--- src/rtl/stg_pkg.sv ---
package stg_pkg;
  localparam int PRE_STAGES = 2;
  localparam int DIV_STAGES = 21;
  localparam int SEL_STAGE = 7;
  localparam int WARM_STAGE = 14;
  localparam int DVO_STAGE_TOP = 13;
  localparam int TB_STAGE_TOP = 21;
  localparam int WDT_STAGE_LO = 15;
  localparam int TMR_STAGE_LO = 3;
  localparam int TICK_STEP = 2;
  localparam logic [1:0] PRE_LAST = 2'h3;
  localparam logic [1:0] MC_FIRST = 2'h0;
  localparam logic [1:0] MC_LAST = 2'h3;
  localparam logic [3:0] INSTR_MIN = 4'h1;
  localparam logic [3:0] INSTR_MAX = 4'hA;
  localparam logic [7:0] ADDR_TGC = 8'h36;
  localparam logic [7:0] ADDR_SYS2 = 8'h39;
  localparam logic [7:0] ADDR_STAT = 8'h3A;
  localparam logic [7:0] TGC_RESET = 8'h00;
  localparam logic [7:0] SYS2_RESET = 8'h80;

  typedef struct packed {
    logic divider_output_enable;
    logic [1:0] divider_output_rate;
    logic seventh_stage_source_select;
    logic time_base_enable;
    logic [2:0] time_base_rate;
  } stg_tgc_t;

  typedef struct packed {
    logic fast_osc_enable;
    logic slow_osc_enable;
    logic cpu_clock_select;
    logic sleep;
    logic [3:0] reserved;
  } stg_sys2_t;

  typedef struct packed {
    logic tb_tick;
    logic [3:0] wdt_tick;
    logic [7:0] tmr_tick;
  } stg_src_clk_t;
endpackage : stg_pkg

--- src/rtl/stg_pin_sync.sv ---
`timescale 1ns/100ps
module stg_pin_sync (
  // clock and reset
  input wire logic ref_clk,
  input wire logic arst_n,
  // pin and result
  input wire logic pin,
  output logic level,
  output logic rise
);
  logic meta;
  logic stab;
  logic prev;

  always_ff @(posedge ref_clk or negedge arst_n) begin
    if (!arst_n) begin
      meta <= 1'b0;
      stab <= 1'b0;
      prev <= 1'b0;
    end else begin
      meta <= pin;
      stab <= meta;
      prev <= stab;
    end
  end

  assign level = stab;
  assign rise = stab & ~prev;
endmodule : stg_pin_sync

--- src/rtl/stg_timing_gen.sv ---
// The strobed register port was chosen for this implementation.
`timescale 1ns/100ps
module stg_timing_gen
  import stg_pkg::*;
(
  // clock and reset
  input wire logic ref_clk,
  input wire logic arst_n,
  // oscillator pins
  input wire logic fast_osc_in,
  output logic fast_osc_out,
  input wire logic slow_osc_in,
  output logic slow_osc_out,
  // standby control
  input wire logic stop_enter,
  input wire logic stop_release_n,
  // register port
  input wire logic [7:0] reg_addr,
  input wire logic [7:0] reg_wdata,
  input wire logic reg_wr,
  input wire logic reg_rd,
  output logic [7:0] reg_rdata,
  // instruction timing
  input wire logic instr_start,
  input wire logic [3:0] instr_cycles,
  output logic instr_done,
  // derived clocks
  output logic sys_clk_en,
  output logic [1:0] mc_state,
  output logic mc_end,
  output logic divider_pulse_output,
  output stg_src_clk_t src_clk
);
  typedef enum logic [1:0] {ST_RUN, ST_STOP, ST_WARM} stg_state_t;

  stg_state_t st;
  stg_state_t next_st;
  stg_tgc_t tgc;
  stg_sys2_t sys2;
  logic fast_lvl;
  logic fast_rise;
  logic slow_lvl;
  logic slow_rise;
  logic rel_lvl;
  logic warm_fast;
  logic [PRE_STAGES-1:0] pre;
  logic pre_carry;
  logic [DIV_STAGES:1] div;
  logic [DIV_STAGES:1] in_p;
  logic [DIV_STAGES:1] fall;
  logic clr;
  logic fast_run;
  logic slow_run;
  logic low_speed;
  logic single_clock;
  logic stages_stop;
  logic s7_pulse;
  logic sys_pulse;
  logic warm_done;
  logic [3:0] remain;
  logic dvo_q;

  function automatic logic pick(input logic [DIV_STAGES:1] v, input int idx);
    pick = v[idx];
  endfunction : pick

  function automatic logic [3:0] clamp_cycles(input logic [3:0] n);
    if (n < INSTR_MIN) begin
      clamp_cycles = INSTR_MIN;
    end else if (n > INSTR_MAX) begin
      clamp_cycles = INSTR_MAX;
    end else begin
      clamp_cycles = n;
    end
  endfunction : clamp_cycles

  // oscillator pins, resonator or external square wave
  stg_pin_sync u_fast_sync (
    .ref_clk(ref_clk),
    .arst_n(arst_n),
    .pin(fast_osc_in),
    .level(fast_lvl),
    .rise(fast_rise)
  );

  stg_pin_sync u_slow_sync (
    .ref_clk(ref_clk),
    .arst_n(arst_n),
    .pin(slow_osc_in),
    .level(slow_lvl),
    .rise(slow_rise)
  );

  stg_pin_sync u_rel_sync (
    .ref_clk(ref_clk),
    .arst_n(arst_n),
    .pin(stop_release_n),
    .level(rel_lvl),
    .rise()
  );

  // mode decode
  assign single_clock = ~sys2.slow_osc_enable;
  assign low_speed = sys2.cpu_clock_select & sys2.slow_osc_enable;
  assign fast_run = sys2.fast_osc_enable & (st != ST_STOP);
  assign slow_run = sys2.slow_osc_enable & (st != ST_STOP);
  assign stages_stop = sys2.sleep | (low_speed & ~sys2.fast_osc_enable);

  // oscillator feedback drive
  always_ff @(posedge ref_clk or negedge arst_n) begin
    if (!arst_n) begin
      fast_osc_out <= 1'b0;
      slow_osc_out <= 1'b0;
    end else begin
      fast_osc_out <= fast_run & ~fast_lvl;
      slow_osc_out <= slow_run & ~slow_lvl;
    end
  end

  // stop sequencing
  assign warm_done = (st == ST_WARM) & fall[WARM_STAGE];

  always_comb begin
    next_st = st;
    case (st)
      ST_RUN: begin
        if (stop_enter) begin
          next_st = ST_STOP;
        end
      end
      ST_STOP: begin
        if (!rel_lvl) begin
          next_st = ST_WARM;
        end
      end
      ST_WARM: begin
        if (warm_done) begin
          next_st = ST_RUN;
        end
      end
      default: begin
        next_st = ST_RUN;
      end
    endcase
  end

  assign clr = (st != next_st) & (st != ST_WARM | next_st == ST_RUN);

  always_ff @(posedge ref_clk or negedge arst_n) begin
    if (!arst_n) begin
      st <= ST_RUN;
    end else begin
      st <= next_st;
    end
  end

  always_ff @(posedge ref_clk or negedge arst_n) begin
    if (!arst_n) begin
      warm_fast <= 1'b0;
    end else if (st == ST_RUN && stop_enter) begin
      warm_fast <= ~low_speed & ~sys2.sleep;
    end
  end

  // prescaler
  assign pre_carry = fast_run & fast_rise & (pre == PRE_LAST);

  always_ff @(posedge ref_clk or negedge arst_n) begin
    if (!arst_n) begin
      pre <= '0;
    end else if (clr) begin
      pre <= '0;
    end else if (fast_run && fast_rise) begin
      pre <= pre + 1'b1;
    end
  end

  // divider stage inputs
  assign in_p[1] = pre_carry & ~stages_stop;

  always_comb begin
    if (st == ST_STOP) begin
      s7_pulse = 1'b0;
    end else if (low_speed || sys2.sleep) begin
      s7_pulse = slow_rise;
    end else if (st == ST_WARM && warm_fast) begin
      s7_pulse = fall[SEL_STAGE-1];
    end else if (tgc.seventh_stage_source_select) begin
      s7_pulse = slow_run & slow_rise;
    end else begin
      s7_pulse = fall[SEL_STAGE-1];
    end
  end

  genvar gi;
  generate
    for (gi = 1; gi <= DIV_STAGES; gi++) begin : g_stage
      assign fall[gi] = in_p[gi] & div[gi];
      if (gi == SEL_STAGE) begin : g_sel
        assign in_p[gi] = s7_pulse;
      end else if (gi > 1) begin : g_chain
        assign in_p[gi] = fall[gi-1];
      end
    end
  endgenerate

  always_ff @(posedge ref_clk or negedge arst_n) begin
    if (!arst_n) begin
      div <= '0;
    end else if (clr) begin
      div <= '0;
    end else begin
      div <= div ^ in_p;
    end
  end

  // main system clock and machine cycle
  always_comb begin
    if (st != ST_RUN) begin
      sys_pulse = 1'b0;
    end else if (low_speed) begin
      sys_pulse = slow_rise;
    end else begin
      sys_pulse = fast_rise;
    end
  end

  always_ff @(posedge ref_clk or negedge arst_n) begin
    if (!arst_n) begin
      mc_state <= MC_FIRST;
      mc_end <= 1'b0;
      sys_clk_en <= 1'b0;
    end else begin
      sys_clk_en <= sys_pulse;
      mc_end <= sys_pulse & (mc_state == MC_LAST);
      if (sys_pulse) begin
        mc_state <= mc_state + 1'b1;
      end
    end
  end

  // instruction length
  always_ff @(posedge ref_clk or negedge arst_n) begin
    if (!arst_n) begin
      remain <= '0;
      instr_done <= 1'b0;
    end else begin
      instr_done <= 1'b0;
      if (instr_start) begin
        remain <= clamp_cycles(instr_cycles);
      end else if (sys_pulse && mc_state == MC_LAST && remain != '0) begin
        remain <= remain - 1'b1;
        instr_done <= (remain == INSTR_MIN);
      end
    end
  end

  // divider output and source ticks
  always_ff @(posedge ref_clk or negedge arst_n) begin
    if (!arst_n) begin
      dvo_q <= 1'b0;
      divider_pulse_output <= 1'b0;
      src_clk <= '0;
    end else begin
      if (!tgc.divider_output_enable) begin
        dvo_q <= 1'b0;
      end else if (pick(in_p, DVO_STAGE_TOP - int'(tgc.divider_output_rate))) begin
        dvo_q <= ~dvo_q;
      end
      divider_pulse_output <= dvo_q;
      src_clk.tb_tick <= tgc.time_base_enable
        & pick(fall, TB_STAGE_TOP - TICK_STEP * int'(tgc.time_base_rate));
      for (int k = 0; k < 4; k++) begin
        src_clk.wdt_tick[k] <= fall[WDT_STAGE_LO + TICK_STEP * k];
      end
      for (int k = 0; k < 8; k++) begin
        src_clk.tmr_tick[k] <= fall[TMR_STAGE_LO + TICK_STEP * k];
      end
    end
  end

  // register port
  always_ff @(posedge ref_clk or negedge arst_n) begin
    if (!arst_n) begin
      tgc <= TGC_RESET;
    end else if (reg_wr && reg_addr == ADDR_TGC) begin
      tgc <= reg_wdata;
    end
  end

  always_ff @(posedge ref_clk or negedge arst_n) begin
    if (!arst_n) begin
      sys2 <= SYS2_RESET;
    end else if (reg_wr && reg_addr == ADDR_SYS2) begin
      sys2 <= {reg_wdata[7:4], 4'h0};
    end
  end

  always_ff @(posedge ref_clk or negedge arst_n) begin
    if (!arst_n) begin
      reg_rdata <= 8'h00;
    end else if (!reg_rd) begin
      reg_rdata <= 8'h00;
    end else begin
      case (reg_addr)
        ADDR_TGC: reg_rdata <= tgc;
        ADDR_SYS2: reg_rdata <= sys2;
        ADDR_STAT: reg_rdata <= {st == ST_STOP, st == ST_WARM, warm_fast,
          low_speed, single_clock, stages_stop, mc_state};
        default: reg_rdata <= 8'h00;
      endcase
    end
  end

  // checks
  state_wrap_a: assert property (@(posedge ref_clk) disable iff (!arst_n)
    sys_pulse && mc_state == MC_LAST |=> mc_state == MC_FIRST && mc_end)
    else $error("machine cycle did not wrap after state three");

  state_step_a: assert property (@(posedge ref_clk) disable iff (!arst_n)
    !sys_pulse |=> mc_state == $past(mc_state) && !sys_clk_en)
    else $error("state moved without a system clock");

  stop_clear_a: assert property (@(posedge ref_clk) disable iff (!arst_n)
    st == ST_RUN && stop_enter |=> div == '0 && pre == '0 && st == ST_STOP)
    else $error("counters not cleared on stop entry");

  warm_clear_a: assert property (@(posedge ref_clk) disable iff (!arst_n)
    st == ST_STOP && !rel_lvl |=> div == '0 && st == ST_WARM)
    else $error("counters not cleared on stop release");

  slow_feed_a: assert property (@(posedge ref_clk) disable iff (!arst_n)
    st != ST_STOP && low_speed && slow_rise |-> in_p[SEL_STAGE])
    else $error("slow clock not fed to stage seven");

  warm_feed_a: assert property (@(posedge ref_clk) disable iff (!arst_n)
    st == ST_WARM && warm_fast && !low_speed && !sys2.sleep
    |-> in_p[SEL_STAGE] == fall[SEL_STAGE-1])
    else $error("warm-up did not chain stage six");

  fast_sel_a: assert property (@(posedge ref_clk) disable iff (!arst_n)
    st == ST_RUN && !low_speed && !sys2.sleep && !tgc.seventh_stage_source_select
    |-> in_p[SEL_STAGE] == fall[SEL_STAGE-1])
    else $error("stage seven not fed from fast divide");

  low_hold_a: assert property (@(posedge ref_clk) disable iff (!arst_n)
    stages_stop && !clr |=> div[SEL_STAGE-1:1] == $past(div[SEL_STAGE-1:1]))
    else $error("low stages moved while stopped");

  stage_half_a: assert property (@(posedge ref_clk) disable iff (!arst_n)
    in_p[2] && !clr |-> $past(div[1]) == 1'b1 || $past(pre_carry))
    else $error("stage two advanced out of turn");

  instr_len_a: assert property (@(posedge ref_clk) disable iff (!arst_n)
    instr_start && instr_cycles == INSTR_MAX
    |=> remain == INSTR_MAX)
    else $error("instruction length not loaded");
endmodule : stg_timing_gen

--- config.mk ---
export PLATFORM = sky130hd
export DESIGN_NAME = stg_timing_gen
export DESIGN_NICKNAME = d
export VERILOG_FILES = /design/src/rtl/stg_pkg.sv /design/src/rtl/stg_pin_sync.sv /design/src/rtl/stg_timing_gen.sv
export SDC_FILE = /design/constraint.sdc
export NUM_CORES = 1
export LEC_CHECK = 0
export BUFFER_PORTS_ARGS = -buffer_cell sky130_fd_sc_hd__buf_2
export CORE_ASPECT_RATIO = 0.5
export CORE_MARGIN = 2
export CORE_UTILIZATION = 40
export CTS_BUF_LIST = sky130_fd_sc_hd__clkbuf_4 sky130_fd_sc_hd__clkbuf_8
export CTS_CLUSTER_DIAMETER = 80
export DETAILED_ROUTE_END_ITERATION = 10
export GPL_ROUTABILITY_DRIVEN = 0
export HOLD_SLACK_MARGIN = 0.03
export MAX_ROUTING_LAYER = met4
export PLACE_DENSITY = 0.67
export SLEW_MARGIN = 40
export SYNTH_ARGS = -nofsm -noshare
export SYNTH_HDL_FRONTEND = slang
export SYNTH_SLANG_ARGS = --single-unit
--- constraint.sdc ---
create_clock -name ref_clk -period 14.4 [get_ports ref_clk]
set_input_delay 2.88 -clock ref_clk [delete_from_list [all_inputs] [get_ports ref_clk]]
set_output_delay 2.88 -clock ref_clk [all_outputs]
set_load 0.005 [all_outputs]
After elaboration in Yosys (flattened, before gate mapping)
Index checks and enable logic that the tools add are counted.
Widths: inputs -> output; s select.
{ "word_totals": {"inputBits": 29, "wordCells": 149, "output_inout_bits": 29, "register_bits": 80} }
{ "classes": {"eq_ne": 12, "n_bitwise": 51, "n_reduce_logical": 14, "order_cmp": 4, "muxes": 29, "n_addsub": 5} }
{ "op_table": {"columns": ["cell", "n"], "rows": [
  ["$and 1x1->1", 38],
  ["$eq 8x6->1 const B", 3],
  ["$pmux 8 s3", 1],
  ["$mux 21", 1],
  ["$xor 21x21->21", 1],
  ["$mux 4", 4],
  ["$mux 1", 14],
  ["$bmux 1 s5", 2],
  ["$mux 2", 5],
  ["$not 1->1", 10],
  ["$mux 8", 1],
  ["$logic_and 1x1->1", 7],
  ["$lt 5x7->1 const B", 1],
  ["$lt 6x7->1 const B", 1],
  ["$eq 2x2->1 const B", 3],
  ["$pmux 2 s3", 1],
  ["$reduce_bool 2->1", 3],
  ["$sub 5x4->6 const A", 1],
  ["$sub 4x2->5 const A", 1],
  ["$add 2x1->2 const B", 2],
  ["$eq 4x1->1 const B", 1],
  ["$gt 4x4->1 const B", 1],
  ["$logic_not 2->1", 2],
  ["$lt 4x1->1 const B", 1],
  ["other kinds (8)", 10]
]} }

Logic depth before layout (Yosys ltp)
{ "depth": {"ltp_word": 34, "mapped_depth": 31, "depth_no_buf": 31} }

Hierarchy
A second synthesis with hierarchy kept.
{ "hier_totals": {"cells_unflattened": 282, "area_unflattened_um2": 3550.9} }
{ "modules_own_cells": {"columns": ["mod", "cells_each", "seq_area_each_um2", "instances", "area_each_um2"], "rows": [
  ["stg_timing_gen", 270, 1752.9, 1, 3284.4],
  ["stg_pin_sync", 4, 75.1, 3, 88.8]
]} }

Least setup slack after synthesis
OpenSTA, ideal clock, no wires.
{ "synth_timing": {"kind": "flip-flop to flip-flop", "start": "register st[1]", "end": "register src_clk[12] in the netlist's numbering", "setup_ps": 133, "t_required_ps": 14267, "t_arrival_ps": 5585, "slack_ps": 8682, "path_buffers": 0, "synth_period_minus_slack_ps": 5718, "path_stages_with_launch": 32, "cell_sequence": "dfrtp_1 > nand2b_1 > nand2_1 > or2_1 > nor4b_1 > ha_1 > ha_1 > ha_1 > ha_1 > ha_1 > ha_1 > nand3_1 > a21oi_1 > ha_1 > ha_1 > ha_1 > ha_1 > ha_1 > ha_1 > ha_1 > ha_1 > ha_1 > ha_1 > ha_1 > ha_1 > ha_1 > ha_1 > ha_1 > mux2_2 > a22o_1 > o311ai_0 > nand2_1"} }
{ "synth_via": {"elab_chain_len": 34, "word_cells_on_any_way": 39, "cone_classes": "3 x eq/ne; 7 x mux; 28 x bitwise; 1 x reduce/logical"} }
{ "synth_rtl": {"columns": ["item", "line_no", "text"], "rows": [
  ["start: declaration", "stg_timing_gen.sv:36", "stg_state_t st;"],
  ["start signal: assignment", "stg_timing_gen.sv:153", "st <= next_st;"],
  ["$ne 2x1->1 (*)", "stg_timing_gen.sv:105", "assign fast_run = sys2.fast_osc_enable & (st != ST_STOP);"],
  ["$and 1x1->1 (*)", "stg_timing_gen.sv:105", null],
  ["$and 1x1->1 (*) (2 in a row)", "stg_timing_gen.sv:166", "assign pre_carry = fast_run & fast_rise & (pre == PRE_LAST);"],
  ["$and 1x1->1 (*)", "stg_timing_gen.sv:179", "assign in_p[1] = pre_carry & ~stages_stop;"],
  ["$and 1x1->1 (*) (3 in a row)", "stg_timing_gen.sv:198", "assign fall[gi] = in_p[gi] & div[gi];"],
  ["net fall, one bit", "stg_timing_gen.sv:50", "logic [DIV_STAGES:1] fall;"],
  ["$and 1x1->1 (*) (2 in a row)", "stg_timing_gen.sv:198", null],
  ["net fall, one bit", "stg_timing_gen.sv:50", null],
  ["[... 6 more ...]", null, null],
  ["net fall, one bit", "stg_timing_gen.sv:50", null],
  ["[... 2 more ...]", null, null],
  ["net fall, one bit", "stg_timing_gen.sv:50", null],
  ["[... 2 more ...]", null, null],
  ["net fall, one bit", "stg_timing_gen.sv:50", null],
  ["[... 2 more ...]", null, null],
  ["net fall, one bit", "stg_timing_gen.sv:50", null],
  ["[... 2 more ...]", null, null],
  ["net fall, one bit", "stg_timing_gen.sv:50", null],
  ["[... 2 more ...]", null, null],
  ["net fall, one bit", "stg_timing_gen.sv:50", null],
  ["$and 1x1->1 (*) (2 in a row)", "stg_timing_gen.sv:198", null],
  ["net fall, one bit", "stg_timing_gen.sv:50", null],
  ["$and 1x1->1 (*) (2 in a row)", "stg_timing_gen.sv:198", null],
  ["net fall, one bit", "stg_timing_gen.sv:50", null],
  ["$bmux 1 s5 (*)", "stg_timing_gen.sv:64", "pick = v[idx];"],
  ["$mux 1 (implied by the code) (*) (2 in a row)", "stg_timing_gen.sv:64", null],
  ["$and 1x1->1 (*)", "stg_timing_gen.sv:272", "& pick(fall, TB_STAGE_TOP - TICK_STEP * int'(tgc.time_base_rate));"],
  ["end: declaration", "stg_timing_gen.sv:32", "output stg_src_clk_t src_clk"]
]} }
The timed path passes the listed nets; every way through them passes the cells marked *. The select of a mux whose other input is x is not followed.
A chain may end at the register's enable or synchronous reset.

Final worst setup path
Ends and elaborated chain as after synthesis.

==> flow_metrics.tcl <==
set metrics [dict create \
    status "finished, final reports clean" \
    yosys.area.top_type "dfrtp_1" \
    num_io_pins 58 \
    syn-instance-count 274 \
    cp.arrival_ps 6560 \
    layout_common_cells "dfrtp_1, buf_2, ha_1" \
    start_util_pct 42.1 \
    finClkSkew_ps 8.38 \
    grt_pass1_vias 2359 \
    stdcell_area_um2 4080 \
    setup_tns_ps 0 \
    worst_slack_ps 8050 \
    clk_pin_slew_worst_paths_ps 70 \
    portBuffers 57 \
    dieArea_um2 9440 \
    whs_path_depth 0 \
    worst_setup_path_start_kind "flip-flop" \
    ys_async_sr_fraction_pct 100 \
    worst_slew_pin_slew_ps 694 \
    synth.net_count 329 \
    final_common_cell "dfrtp_1" \
    timing.final.max_slew_violations 0 \
    netlist_area_um2 3450 \
    cp_max_fo 8 \
    drt-total-wl_um 6770 \
    critPathMaxStageDelay_ps 450 \
    ant_nets 0 \
    dr.pass1.iters 4 \
    post_cts_resize_count 0 \
    cts_buffer_depth 2 \
    hold_start "u_slow_sync.meta$_DFF_PN0_" \
    diodes 0 \
    core_um2 8200 \
    path_common_cell "ha_1" \
    stdcell_count 450 \
    timing.fmax_mhz 158 \
    p_int_uw 374 \
    end_kind "flip-flop" \
    power_uw 505 \
    maxCapViolations 0 \
    drc 0 \
    hpwl_um 4990 \
    pre_cts_ws_ps 8070 \
    final_nets 388 \
    irDropWorstVdd_mv 0.0598 \
    yosys-top-cells-area "dfrtp_1, ha_1, and2_1" \
    fin_crit_sh_pct 44.1 \
    synth.yosys.seq_area_share_pct 56.6 \
    rsz0062_at_grt "no" \
    p_per_area_nw_per_um2 124 \
    r2r_end "src_clk[12]$_DFF_PN0_" \
    antenna_found_initial 0 \
    postCtsSetupRepairBufs 0 \
    synthToLayoutAreaGrowth_pct 18.2 \
    crit_slowest_cell "dfrtp_1" \
    rows 23 \
    power.switching_uw 131 \
    grt_pass1_wl_um 11600 \
    yosys.area.top_type_share_pct 55.8 \
    grt-ovfl-total 0 \
    worst_ep_required_time_ps 14610 \
    place_area_um2 3840 \
    fp.dieW_um 135 \
    grt_start_max_net_pins 79 \
    cts_tree "yes" \
    hold_viol 0 \
    regToRegSetupSlack_ps 8050 \
    power_leakage_uw 0.00214 \
    synth_cell_types 50 \
    setup_viol 0 \
    drt_iter0_drc 165 \
    root_buffer "clkbuf_8" \
    p_seq_share_pct 48.5 \
    wire_per_inst_um 15.0 \
    hold_end "u_slow_sync.level$_DFF_PN0_" \
    fin_crit_ps 6350 \
    synth_ff_type "dfrtp_1" \
    viasPerCell 4.95 \
    syn_avg_cell_area_um2 12.6 \
    yosys_warnings 0 \
    cts_max_level 3 \
    reg2reg_depth 31 \
    drive_gt1_share_pct 27.5 \
    slew_headroom_pct 53.7 \
    grt_use_total_pct 16.2 \
    dp_cells 434 \
    hp-class "flip-flop to flip-flop" \
    r2r_start "st[1]$_DFF_PN0_" \
    critical_path_class "flip-flop to flip-flop" \
    pwr-share-clk_pct 37.9 \
    cts_made_buffers 9 \
    vias 2227 \
    cts.sinks 78 \
    synth-edff-count 0 \
    cts_hold_buf 0 \
    synth-seq-cells 78 \
    comb_power_share_pct 13.5 \
    clk_latency_ps 340 \
    p_sw_share_pct 25.9 \
    die_y_um 69.7 \
]
worst max-delay path, delay by kind of cell, from the launching register on:
family / cells / cell delay, ps
fa+ha+maj: 21 / 4390
simple gates: 6 / 730
flops: 1 / 450
compound gates: 3 / 390
mux: 1 / 260
worst max path at each step:
stage	start	endpoint	slack, ps	cells past startpoint
floorplan	st[1]$_DFF_PN0_	src_clk[12]$_DFF_PN0_	8680	31
global placement	st[1]$_DFF_PN0_	src_clk[12]$_DFF_PN0_	8330	31
detailed placement	st[1]$_DFF_PN0_	src_clk[12]$_DFF_PN0_	8070	31
CTS	st[1]$_DFF_PN0_	src_clk[12]$_DFF_PN0_	8040	31
global route	st[1]$_DFF_PN0_	src_clk[12]$_DFF_PN0_	7610	31
finish	st[1]$_DFF_PN0_	src_clk[12]$_DFF_PN0_	8050	31
registers in the layout, indices dropped and copies added, names as in the netlist, 2 cells and up:
signal	flops
div	21
src_clk	11
reg_rdata	8
tgc	8
remain	4
sys2	4
mc_state	2
pre	2
st	2
power by group through the flow:
stage	Clock, uW	Sequential (uW)	Combinational [uW]
6_report	192	245	68.3
5_1_grt	206	248	77.3
4_1_cts	195	245	69.6
3_5_place_dp	0	249	68.9
3_3_place_gp	0	248	65.1
2_1_floorplan	0	245	44.3
cells in the mapped netlist (all sizes together) (2+ instances only):
cell / count
mux2: 18
nor3: 2
mux2i: 6
nor4: 2
and4b: 2
and2: 25
a22oi: 7
clkbuf: 3
dfrtp: 77
ha: 26
nor2b: 6
nor2: 19
o21ai: 8
nand2b: 6
nand3: 4
nand2: 16
a21oi: 7
inv: 6
o22ai: 2
buf: 6
or2: 3
xor2: 2
xnor2: 5
routing by layer:
| metal | track usage (%) | wire length, um | vias to the layer above |
|---|---|---|---|
| li1 | - | - | 1061 |
| met3 | 4.39 | 331 | 6 |
| met5 | - | 0 | - |
| met1 | 19.0 | 2950 | 1113 |
| met2 | 27.5 | 3430 | 47 |
| met4 | 4.75 | 65 | 0 |
layout make-up:
| cell class | instances | area, um^2 |
|---|---|---|
| Clock buffer | 10 | 131 |
| Clock inverter | 6 | 110 |
| Fill cell | 728 | 4120 |
| Inverter | 6 | 22.5 |
| Multi-Input combinational cell | 181 | 1430 |
| Sequential cell | 78 | 1950 |
| Tap cell | 112 | 140 |
| Timing Repair Buffer | 57 | 292 |
cell families after synthesis:
logic type                 Yosys count  synth area share (%)
buffers and inverters               15                  2.03
and+or+nand+nor                     89                  14.8
muxes                               25                  8.48
adders and majority gates           27                  9.71
DFF                                 78                  56.6
AOI/OAI and AO/OA                   33                  6.63
xor gates and xnor gates             7                  1.78
per-stage QoR:
| step | util [%] | hold slack (ps) |
|---|---|---|
| 2_1_floorplan | - | 331 |
| 3_3_place_gp | 46.7 | 332 |
| 3_5_place_dp | 46.8 | 337 |
| 4_1_cts | 49.8 | 354 |
| 5_1_grt | 49.8 | 361 |
| 6_report | 49.8 | 352 |
Power figures use the tool's default switching activity.
